### src/hdl/ssp_cfg.svh
// constants of the synchronous serial port: offsets, field positions, reset values
// assumes a 32-bit APB slave with a 12-bit byte address and a 10 MHz pclk
`ifndef SSP_CFG_SVH
`define SSP_CFG_SVH

// ****************************************
// register byte offsets
// ****************************************
`define SSP_OFF_STATUS 12'h000
`define SSP_OFF_RXDATA 12'h004
`define SSP_OFF_TXDATA 12'h008
`define SSP_OFF_NULL 12'h00C
`define SSP_OFF_PCR 12'h010
`define SSP_OFF_CTRL 12'h014

// ****************************************
// control register fields
// ****************************************
`define SSP_CT_SYNC 0
`define SSP_CT_NET 1
`define SSP_CT_DIR0 2
`define SSP_CT_DIR1 3
`define SSP_CT_TXEN 4
`define SSP_CT_RXEN 5
`define SSP_CT_TXERRIE 6
`define SSP_CT_RXERRIE 7
`define SSP_CT_TXIE 8
`define SSP_CT_RXIE 9
`define SSP_CT_LSB 10
`define SSP_CT_WL_LO 11
`define SSP_CT_WL_HI 12
`define SSP_CT_SLOT_LO 16
`define SSP_CT_SLOT_HI 20
`define SSP_CT_SOFTRST 31
`define SSP_CT_MASK 21'h1F_1FFF
`define SSP_CT_RST 21'h00_0000

// ****************************************
// port control fields, reset values and word length codes
// ****************************************
`define SSP_PC_PIN0 0
`define SSP_PC_PIN1 1
`define SSP_PC_PEN 7
`define SSP_PC_MASK 16'h00BF
`define SSP_PC_RST 16'h0000
`define SSP_WL8 2'h0
`define SSP_WL12 2'h1

`endif

### src/hdl/ssp_pkg.sv
// types of the synchronous serial port
// assumes ssp_cfg.svh holds the numbers
package ssp_pkg;

    // link inputs, all asynchronous to pclk
    typedef struct packed {
        logic rx_clk;
        logic rx_fs;
        logic rx_data_pin;
        logic tx_clk;
        logic tx_fs;
        logic ctrl_pin_zero;
        logic ctrl_pin_one;
    } ssp_link_t;

    // per-edge events from the slot tracker
    typedef struct packed {
        logic go;
        logic first;
        logic last;
        logic frame;
    } ssp_slot_ev_t;

    typedef struct packed {
        logic active;
        logic [4:0] cnt;
        logic [4:0] slot;
    } ssp_slot_t;

    typedef struct packed {
        ssp_link_t link_a;
        ssp_link_t link_b;
        ssp_link_t link_c;
        logic [15:0] port_pin_control;
        logic [20:0] ctl;
        logic [15:0] rx_sh;
        logic [15:0] rx_data;
        logic rx_full;
        logic rx_fsf;
        logic rx_fcap;
        logic if0;
        logic if1;
        logic cap0;
        logic cap1;
        logic ovr;
        logic ovr_arm;
        logic [15:0] tx_data;
        logic tx_empty;
        logic null_pend;
        logic [15:0] tx_sh;
        logic tx_null;
        logic tx_frame_sync_flag;
        logic und;
        logic und_arm;
        logic pin;
        logic oe;
    } ssp_state_t;

endpackage : ssp_pkg

### src/hdl/ssp_top.sv
// status flags, data registers and shifters of the synchronous serial port
// assumes an APB master on pclk and an external codec driving bit clocks and frame syncs
`timescale 1ns/1ps
`include "ssp_cfg.svh"
module ssp_top (
    input wire logic pclk,                    // APB clock, 10 MHz
    input wire logic presetn,                 // async reset, active low
    input wire logic [11:0] paddr,            // byte address
    input wire logic psel,                    // slave select
    input wire logic penable,                 // access phase
    input wire logic pwrite,                  // write when high
    input wire logic [31:0] pwdata,           // write data
    output logic [31:0] prdata,               // read data
    output logic pready,                      // always ready
    output logic pslverr,                     // unmapped address
    input ssp_pkg::ssp_link_t link,           // serial link pins
    input wire logic stop_req,                // stop reset, active high
    output logic tx_data_pin,                 // serial data out
    output logic tx_data_pin_oe,              // high while driving
    output logic rx_irq,                      // receive data request
    output logic rx_err_irq,                  // overrun request
    output logic tx_irq,                      // transmit empty request
    output logic tx_err_irq                   // underrun request
);
    // ****************************************
    // helpers
    // ****************************************
    function automatic logic [4:0] ssp_wl_bits(input logic [1:0] code);
        if (code == `SSP_WL8)
        begin
            return 5'd8;
        end
        else if (code == `SSP_WL12)
        begin
            return 5'd12;
        end
        return 5'd16;
    endfunction : ssp_wl_bits

    // left-align a received word and zero the unused low bits
    function automatic logic [15:0] ssp_rx_align(input logic [15:0] sh, input logic [4:0] n,
                                                 input logic lsb);
        logic [4:0] gap;
        gap = 5'(5'd16 - n);
        if (lsb)
        begin
            return sh & (16'hFFFF << gap);
        end
        return sh << gap;
    endfunction : ssp_rx_align

    // place a left-aligned word so its first bit sits at the shift-out end
    function automatic logic [15:0] ssp_tx_load(input logic [15:0] w, input logic [4:0] n,
                                                input logic lsb);
        logic [4:0] gap;
        gap = 5'(5'd16 - n);
        return lsb ? (w >> gap) : w;
    endfunction : ssp_tx_load

    // ****************************************
    // state
    // ****************************************
    ssp_pkg::ssp_state_t s_q;
    ssp_pkg::ssp_state_t s_d;
    ssp_pkg::ssp_slot_ev_t rx_ev;
    ssp_pkg::ssp_slot_ev_t tx_ev;
    logic [31:0] rd_mux;
    logic hit;
    logic port_rst;
    logic sync_mode;
    logic network;
    logic lsb_first;
    logic [4:0] word_bits;
    logic rx_edge;
    logic tx_edge;
    logic tx_fs_sel;
    logic if0_en;
    logic if1_en;

    assign sync_mode = s_q.ctl[`SSP_CT_SYNC];
    assign network = s_q.ctl[`SSP_CT_NET];
    assign lsb_first = s_q.ctl[`SSP_CT_LSB];
    assign word_bits = ssp_wl_bits(s_q.ctl[`SSP_CT_WL_HI:`SSP_CT_WL_LO]);
    // port is in individual reset while no pin is given to the serial port
    assign port_rst = (s_q.port_pin_control[5:0] == 6'h00) || stop_req;
    // receive samples on the falling bit clock, transmit changes on the rising one
    assign rx_edge = !s_q.link_b.rx_clk && s_q.link_c.rx_clk
                     && s_q.ctl[`SSP_CT_RXEN];
    // synchronous mode borrows the receive clock and frame sync
    assign tx_edge = (sync_mode ? (s_q.link_b.rx_clk && !s_q.link_c.rx_clk)
                                : (s_q.link_b.tx_clk && !s_q.link_c.tx_clk))
                     && s_q.ctl[`SSP_CT_TXEN];
    assign tx_fs_sel = sync_mode ? s_q.link_b.rx_fs : s_q.link_b.tx_fs;
    assign if0_en = s_q.port_pin_control[`SSP_PC_PIN0] && sync_mode && !s_q.ctl[`SSP_CT_DIR0];
    assign if1_en = s_q.port_pin_control[`SSP_PC_PIN1] && sync_mode && !s_q.ctl[`SSP_CT_DIR1];

    ssp_slot u_rx_slot (
        .pclk(pclk),
        .presetn(presetn),
        .flush(port_rst),
        .bit_ev(rx_edge),
        .fs(s_q.link_b.rx_fs),
        .network(network),
        .word_bits(word_bits),
        .last_slot(s_q.ctl[`SSP_CT_SLOT_HI:`SSP_CT_SLOT_LO]),
        .ev(rx_ev)
    );

    ssp_slot u_tx_slot (
        .pclk(pclk),
        .presetn(presetn),
        .flush(port_rst),
        .bit_ev(tx_edge),
        .fs(tx_fs_sel),
        .network(network),
        .word_bits(word_bits),
        .last_slot(s_q.ctl[`SSP_CT_SLOT_HI:`SSP_CT_SLOT_LO]),
        .ev(tx_ev)
    );

    // ****************************************
    // next state
    // ****************************************
    always_comb
    begin
        logic wr;
        logic rd;
        logic [15:0] rx_next;
        logic [15:0] tx_cur;
        logic null_cur;
        wr = 1'b0;
        rd = 1'b0;
        rx_next = 16'h0000;
        tx_cur = 16'h0000;
        null_cur = 1'b0;
        s_d = s_q;

        // link pins pass two flops before anything reads them
        s_d.link_a = link;
        s_d.link_b = s_q.link_a;
        s_d.link_c = s_q.link_b;

        // APB decode and read mux
        hit = 1'b1;
        rd_mux = 32'h0000_0000;
        unique case (paddr)
            `SSP_OFF_STATUS:
            begin
                // upper three bytes stay zero
                rd_mux = {24'h00_0000, s_q.rx_full, s_q.tx_empty, s_q.ovr, s_q.und,
                          s_q.rx_fsf, s_q.tx_frame_sync_flag, s_q.if1 && if1_en, s_q.if0 && if0_en};
            end
            `SSP_OFF_RXDATA: rd_mux = {16'h0000, s_q.rx_data};
            `SSP_OFF_TXDATA: rd_mux = 32'h0000_0000;
            `SSP_OFF_NULL: rd_mux = 32'h0000_0000;
            `SSP_OFF_PCR: rd_mux = {16'h0000, s_q.port_pin_control};
            `SSP_OFF_CTRL: rd_mux = {11'h000, s_q.ctl};
            default:
            begin
                hit = 1'b0;
            end
        endcase
        wr = psel && penable && pwrite && hit;
        rd = psel && penable && !pwrite && hit;

        // software clears first, so a same-cycle hardware set wins
        if (rd && paddr == `SSP_OFF_STATUS)
        begin
            s_d.ovr_arm = s_q.ovr_arm || s_q.ovr;
            s_d.und_arm = s_q.und_arm || s_q.und;
        end
        if (rd && paddr == `SSP_OFF_RXDATA)
        begin
            s_d.rx_full = 1'b0;
            if (s_q.ovr_arm)
            begin
                s_d.ovr = 1'b0;
                s_d.ovr_arm = 1'b0;
            end
        end
        if (wr && (paddr == `SSP_OFF_TXDATA || paddr == `SSP_OFF_NULL) && s_q.und_arm)
        begin
            s_d.und = 1'b0;
            s_d.und_arm = 1'b0;
        end

        // ****************************************
        // receive path
        // ****************************************
        rx_next = lsb_first ? {s_q.link_b.rx_data_pin, s_q.rx_sh[15:1]}
                            : {s_q.rx_sh[14:0], s_q.link_b.rx_data_pin};
        if (rx_ev.go)
        begin
            s_d.rx_sh = rx_next;
        end
        if (rx_ev.first)
        begin
            s_d.cap0 = s_q.link_b.ctrl_pin_zero;
            s_d.cap1 = s_q.link_b.ctrl_pin_one;
            s_d.rx_fcap = rx_ev.frame;
        end
        if (rx_ev.last)
        begin
            if (s_q.rx_full)
            begin
                // the new word is dropped and the held one kept
                s_d.ovr = 1'b1;
            end
            else
            begin
                s_d.rx_data = ssp_rx_align(rx_next, word_bits, lsb_first);
                s_d.rx_full = 1'b1;
                s_d.rx_fsf = s_q.rx_fcap;
                s_d.if0 = s_q.cap0;
                s_d.if1 = s_q.cap1;
            end
        end

        // ****************************************
        // transmit path
        // ****************************************
        tx_cur = s_q.tx_sh;
        null_cur = s_q.tx_null;
        if (tx_ev.first)
        begin
            s_d.tx_frame_sync_flag = tx_ev.frame;
            // the held word is reloaded either way; on underrun it is simply resent
            tx_cur = ssp_tx_load(s_q.tx_data, word_bits, lsb_first);
            if (s_q.tx_empty)
            begin
                s_d.und = 1'b1;
                null_cur = 1'b0;
            end
            else
            begin
                null_cur = s_q.null_pend;
                s_d.tx_empty = 1'b1;
                s_d.null_pend = 1'b0;
            end
            s_d.tx_null = null_cur;
        end
        if (tx_ev.go)
        begin
            s_d.pin = lsb_first ? tx_cur[0] : tx_cur[15];
            s_d.tx_sh = lsb_first ? (tx_cur >> 1) : (tx_cur << 1);
            s_d.oe = !null_cur && s_q.port_pin_control[`SSP_PC_PEN];
        end
        else if (tx_edge)
        begin
            s_d.oe = 1'b0;
        end

        // ****************************************
        // register writes
        // ****************************************
        if (wr)
        begin
            unique case (paddr)
                `SSP_OFF_TXDATA:
                begin
                    // a word written in the frame-sync slot goes out in the next slot
                    s_d.tx_data = pwdata[15:0];
                    s_d.tx_empty = 1'b0;
                    s_d.null_pend = 1'b0;
                end
                `SSP_OFF_NULL:
                begin
                    s_d.tx_empty = 1'b0;
                    s_d.null_pend = 1'b1;
                end
                `SSP_OFF_PCR: s_d.port_pin_control = pwdata[15:0] & `SSP_PC_MASK;
                `SSP_OFF_CTRL:
                begin
                    if (pwdata[`SSP_CT_SOFTRST])
                    begin
                        s_d.ctl = `SSP_CT_RST;
                        s_d.port_pin_control = `SSP_PC_RST;
                    end
                    else
                    begin
                        s_d.ctl = pwdata[20:0] & `SSP_CT_MASK;
                    end
                end
                default:
                begin
                end
            endcase
        end

        // individual or stop reset returns every flag to its reset value
        if (port_rst)
        begin
            s_d.if0 = 1'b0;
            s_d.if1 = 1'b0;
            s_d.tx_frame_sync_flag = 1'b0;
            s_d.rx_fsf = 1'b0;
            s_d.und = 1'b0;
            s_d.ovr = 1'b0;
            s_d.rx_full = 1'b0;
            s_d.und_arm = 1'b0;
            s_d.ovr_arm = 1'b0;
            s_d.tx_empty = 1'b1;
            s_d.null_pend = 1'b0;
            s_d.oe = 1'b0;
        end
    end

    always_ff @(posedge pclk or negedge presetn)
    begin
        if (!presetn)
        begin
            s_q <= '0;
            s_q.port_pin_control <= `SSP_PC_RST;
            s_q.ctl <= `SSP_CT_RST;
            s_q.tx_empty <= 1'b1;
        end
        else
        begin
            s_q <= s_d;
        end
    end

    // ****************************************
    // outputs
    // ****************************************
    assign prdata = rd_mux;
    assign pready = 1'b1;
    assign pslverr = psel && penable && !hit;
    assign tx_data_pin = s_q.pin;
    assign tx_data_pin_oe = s_q.oe;
    assign rx_irq = s_q.ctl[`SSP_CT_RXIE] && s_q.rx_full;
    assign rx_err_irq = s_q.ctl[`SSP_CT_RXERRIE] && s_q.ovr;
    assign tx_irq = s_q.ctl[`SSP_CT_TXIE] && s_q.tx_empty;
    assign tx_err_irq = s_q.ctl[`SSP_CT_TXERRIE] && s_q.und;
endmodule : ssp_top

### src/hdl/ssp_slot.sv
// bit and slot counter for one direction of the serial link
// assumes bit_ev is a one-cycle pulse per link bit clock edge on pclk
`timescale 1ns/1ps
module ssp_slot (
    input wire logic pclk,                    // system clock
    input wire logic presetn,                 // async reset, active low
    input wire logic flush,                   // port held in reset
    input wire logic bit_ev,                  // one bit clock edge seen
    input wire logic fs,                      // synchronised frame sync
    input wire logic network,                 // network mode
    input wire logic [4:0] word_bits,         // 8, 12 or 16
    input wire logic [4:0] last_slot,         // slots per frame minus one
    output ssp_pkg::ssp_slot_ev_t ev          // events of this edge
);
    ssp_pkg::ssp_slot_t s_q;
    ssp_pkg::ssp_slot_t s_d;

    always_comb
    begin
        logic start;
        logic [4:0] slot_now;
        start = 1'b0;
        slot_now = 5'h00;
        s_d = s_q;
        ev = '0;
        start = fs && (!s_q.active || s_q.cnt == 5'h00);
        slot_now = start ? 5'h00 : s_q.slot;
        ev.go = bit_ev && (start || s_q.active);
        ev.first = ev.go && (start || s_q.cnt == 5'h00);
        ev.last = ev.go && !start && s_q.cnt == 5'(word_bits - 5'h01);
        ev.frame = slot_now == 5'h00;
        if (ev.go)
        begin
            if (ev.last)
            begin
                s_d.cnt = 5'h00;
                // network keeps going slot after slot up to last_slot, normal stops after one word
                s_d.active = network && slot_now < last_slot;
                s_d.slot = 5'(slot_now + 5'h01);
            end
            else
            begin
                s_d.cnt = start ? 5'h01 : 5'(s_q.cnt + 5'h01);
                s_d.slot = slot_now;
                s_d.active = 1'b1;
            end
        end
        if (flush)
        begin
            s_d = '0;
        end
    end

    always_ff @(posedge pclk or negedge presetn)
    begin
        if (!presetn)
        begin
            s_q <= '0;
        end
        else
        begin
            s_q <= s_d;
        end
    end
endmodule : ssp_slot

### config.mk
export PLATFORM = sky130hd
export DESIGN_NAME = ssp_top
export DESIGN_NICKNAME = d
export VERILOG_FILES = /design/src/hdl/ssp_pkg.sv /design/src/hdl/ssp_top.sv /design/src/hdl/ssp_slot.sv
export VERILOG_INCLUDE_DIRS = /design/src /design/src/hdl
export SDC_FILE = /design/constraint.sdc
export NUM_CORES = 1
export LEC_CHECK = 0
export BUFFER_PORTS_ARGS = -buffer_cell sky130_fd_sc_hd__buf_2
export CAP_MARGIN = 15
export CORE_MARGIN = 5
export CORE_UTILIZATION = 40
export CTS_BUF_LIST = sky130_fd_sc_hd__clkbuf_16
export CTS_CLUSTER_SIZE = 16
export DETAILED_ROUTE_END_ITERATION = 10
export PLACE_DENSITY = 0.68
export SYNTH_ARGS = -nofsm -noshare
export SYNTH_HDL_FRONTEND = slang
export SYNTH_SLANG_ARGS = --single-unit
### constraint.sdc
create_clock -name pclk -period 2.8 [get_ports pclk]
set_input_delay 0.84 -clock pclk [delete_from_list [all_inputs] [get_ports pclk]]
set_output_delay 0.84 -clock pclk [all_outputs]
set_load 0.01 [all_outputs]
==> out/metrics.yaml <==
outcome:
  result_of_the_run: "finished with violations"
  failing_checks: "negative setup slack"
global_routing:
  maximum_number_of_pins_on_one_net_before_global_route_repair: 48
  grt_resource_usage_total_pct: 19.28
  number_of_global_route_vias_before_repair: 6437
  grt_pass1_wl_um: 34220
  antenna_violations_before_repair: 0
  global_route.overflow_total: 0
sta:
  max_slew.worst_pin.slew_ps: 738.5
  timing.final.hold_violations: 0
  fmax_achieved_ghz: 0.3553
  finalSetupViolCount: 5
  fin_crit_share_pct: 100.5
  relSlewSlack_pct: 50.59
  finalWorstPathRequiredPeriod_ps: 2814
  rsz0062_at_grt: "yes"
  timing.final.max_slew_violations: 0
  fin_ws_ps: -14.33
  setup_total_negative_slack_ps: -34.09
  timing.clock.skew_ps: 9.644
power:
  pwr-share-comb_pct: 3.7
  switching_power_mw: 1.024
  internal_power_mw: 3.454
  power-per-cell-area_nw_per_um2: 473.8
  leakagePower_nw: 4.227
  vdd.ir_drop.worst_uv: 413.4
  seq_power_share_pct: 46.9
  p_clk_share_pct: 49.4
  sw_ratio_pct: 22.86
route:
  drt_first_iter_violations: 577
  avgViaCountPerCell: 5.468
  post_route_antenna_net_violation_count: 0
  route.vias.total: 6633
  drtPass1Iterations: 5
  wl_per_cell_um: 17.29
  routed_wirelength_um: 20980
  drc_errors: 0
finish:
  final_core_utilization_pct: 48.56
  layout.cells.most_common_list: "164 x sky130_fd_sc_hd__nand2_1, 143 x sky130_fd_sc_hd__dfrtp_1, 69 x sky130_fd_sc_hd__buf_2, 65 x sky130_fd_sc_hd__o21ai_0, 41 x sky130_fd_sc_hd__nor2_1"
  finish.instance_area_sq_um: 9452
  stdcell_count: 1213
  layout_commonest_cell: "sky130_fd_sc_hd__nand2_1"
  drive_gt1_share_pct: 23.42
  antenna-diode-count: 0
  fin_nets: 1004
  syn_to_final_growth_pct: 19.81
critical_path:
  timing.critical_path.from_type: "primary input"
  timing.setup.critical_path_class: "primary input to primary output"
  critPathRequiredTime_ps: 1960
  cp-end-kind: "primary output"
  critPathMaxFanout: 7
  critPathArrivalTime_ps: 1970
synth:
  yosys.area.top_type: "sky130_fd_sc_hd__dfrtp_1"
  netlist.area_leader.share_pct: 45.36
  synth_enable_flop_cells: 0
  post_synthesis_instance_area_sq_um: 7889
  ys_seq_elements: 144
  postSynth.asyncResetShare_pct: 100.0
  main_area_contributors_after_synthesis: "sky130_fd_sc_hd__dfrtp_1 45%, sky130_fd_sc_hd__nand2_1 7.9%, sky130_fd_sc_hd__mux2_2 4.6%, sky130_fd_sc_hd__o21ai_0 4.3%, sky130_fd_sc_hd__mux2i_1 4.1%"
  synth_cell_type_count: 67
  ys_seq_area_share_pct: 45.69
  synth_flop_cell: "sky130_fd_sc_hd__dfrtp_1"
  synth.yosys.warnings: 0
  synthesis.instances: 847
  post_synth.cell_area_avg_sq_um: 9.314
clock_tree:
  cts.sink_count: 144
  clkSlewWorstSetupHoldPaths_ps: 60
  cts_tree: "built"
  max-clock-path-buffers: 2
  cts.root.buffer_cell: "sky130_fd_sc_hd__clkbuf_16"
  tritoncts.num_buffers: 17
  clock_insertion_delay_worst_skew_ps: 440
  htree_num_levels: 4
hold_path:
  worstHoldPathType: "primary input to async pin"
floorplanning:
  start_util_pct: 40.53
  floorplan.core_area_sq_um: 19460
  die_w_um: 150.4
  die-area_sq_um: 22630
  design.portCount: 97
  die_height_um: 150.4
  std_cell_rows: 51
placement:
  routability_driven_placement_congestion_ratio: 0.8746
  portBuffers: 74
  place_inst: 1179
  dpl.hpwl_um: 14990
  standard_cell_area_after_detailed_placement_sq_um: 8780
run:
  cap_violations: 0
-- per-stage QoR --
| stage | power (mW) | setup WS (ps) | hold slack (ps) |
|---|---|---|---|
| after floorplan | 2.199 | 2.172 | 331.2 |
| after global placement | 2.301 | -79.72 | 332.1 |
| after detailed placement | 2.302 | -76.47 | 335.5 |
| after CTS | 4.517 | -6.557 | 338.8 |
| after global routing | 4.632 | -107.2 | 355.8 |
| final | 4.478 | -14.33 | 326.4 |
-- registers in the layout (all words and copies together) (netlist names) --
register        flops
lsb_first           1
network             1
s_d                14
s_q               104
tx_data_pin         1
tx_data_pin_oe      1
u_rx_slot.s_q      11
u_tx_slot.s_q      11
-- timing repair --
action | CTS | global route
setup endpoints to repair | 20 | 21
pin swaps | 2 | 2
gates cloned | 0 | 1
hold buffers | 0 | 0
buffers inserted | 0 | 1
gates resized for setup | 8 | 7
-- cell usage after synthesis, drive strengths merged, types with 6 or more instances --
cell	instances
dfrtp	143
nor2b	9
and2	10
clkbuf	38
o21ai	82
o31ai	7
ha	12
o221ai	12
nand2b	24
inv	26
mux2	33
and3	6
nor2	47
a211oi	9
mux2i	32
nand2	165
o22ai	7
nand3	25
a21oi	34
buf	20
mux4	10
nand3b	6
a31oi	14
-- power groups by stage --
stage                     registers, mW  clock network (mW)  logic (mW)
after floorplan                    2.14                   0      0.0629
after detailed placement           2.14                   0       0.163
after CTS                          2.10                2.25       0.168
after global placement             2.14                   0       0.162
final                              2.10                2.21       0.165
after global routing               2.10                2.34       0.187
-- logic make-up (layout without fill, tap and decap cells) --
logic type / after synthesis / in the layout / share of synthesized area, %
AOI/OAI and AO/OA: 200 / 200 / 15.91
DFF: 144 / 144 / 45.69
muxes: 75 / 75 / 11.63
other: 2 / 12 / 0.09520
xor gates and xnor gates: 3 / 3 / 0.3331
adders and majority gates: 12 / 12 / 1.903
buffers and inverters: 86 / 177 / 4.758
and+or+nand+nor: 325 / 325 / 19.68
-- worst max-delay path, stage by stage --
cell and delay [ps]:
sky130_fd_sc_hd__buf_6 90, sky130_fd_sc_hd__nor4_4 320, sky130_fd_sc_hd__buf_4 160, sky130_fd_sc_hd__nand4_1 140
sky130_fd_sc_hd__buf_6 190, sky130_fd_sc_hd__nor2b_1 100, sky130_fd_sc_hd__buf_2 140
-- worst paths after layout --
| check | slack, ps | depth (start not counted) | to | startpoint |
|---|---|---|---|---|
| worst max-delay path | -10 | 7 | prdata[7] | paddr[8] |
| worst min-delay path | 330 | 1 | u_rx_slot.s_q[2]$_DFFE_PN0P_ | presetn |
| worst max register to register | 120 | 7 | s_q[12]$_DFFE_PN0P_ | u_tx_slot.s_q[5]$_DFFE_PN0P_ |
| worst min register to register | 350 | 0 | s_d[122]$_DFF_PN0_ | s_d[129]$_DFF_PN0_ |
| max in group asynchronous | 1820 | 2 | s_q[66]$_DFFE_PN0P_ | presetn |
| min in group pclk | 350 | 0 | s_d[122]$_DFF_PN0_ | s_d[129]$_DFF_PN0_ |
-- per-layer routing --
layer	routed length, um	share of wire [%]	global-route usage, %
met5	0	0	0
met4	399	1.9	6.725
met3	1211	5.8	3.943
met2	9838	47	29.85
met1	9528	45	26.98
-- final cells by class --
type                       instances  area (sq um)
clock buffer                      17         425.4
inverter                          28         106.4
tap                              265         331.6
multi-input combinational        627          4020
fill                            1814         10010
sequential                       144          3605
timing repair buffer             117         817.0
clock inverter                    15         146.4
(Power assumes the default switching activity.)
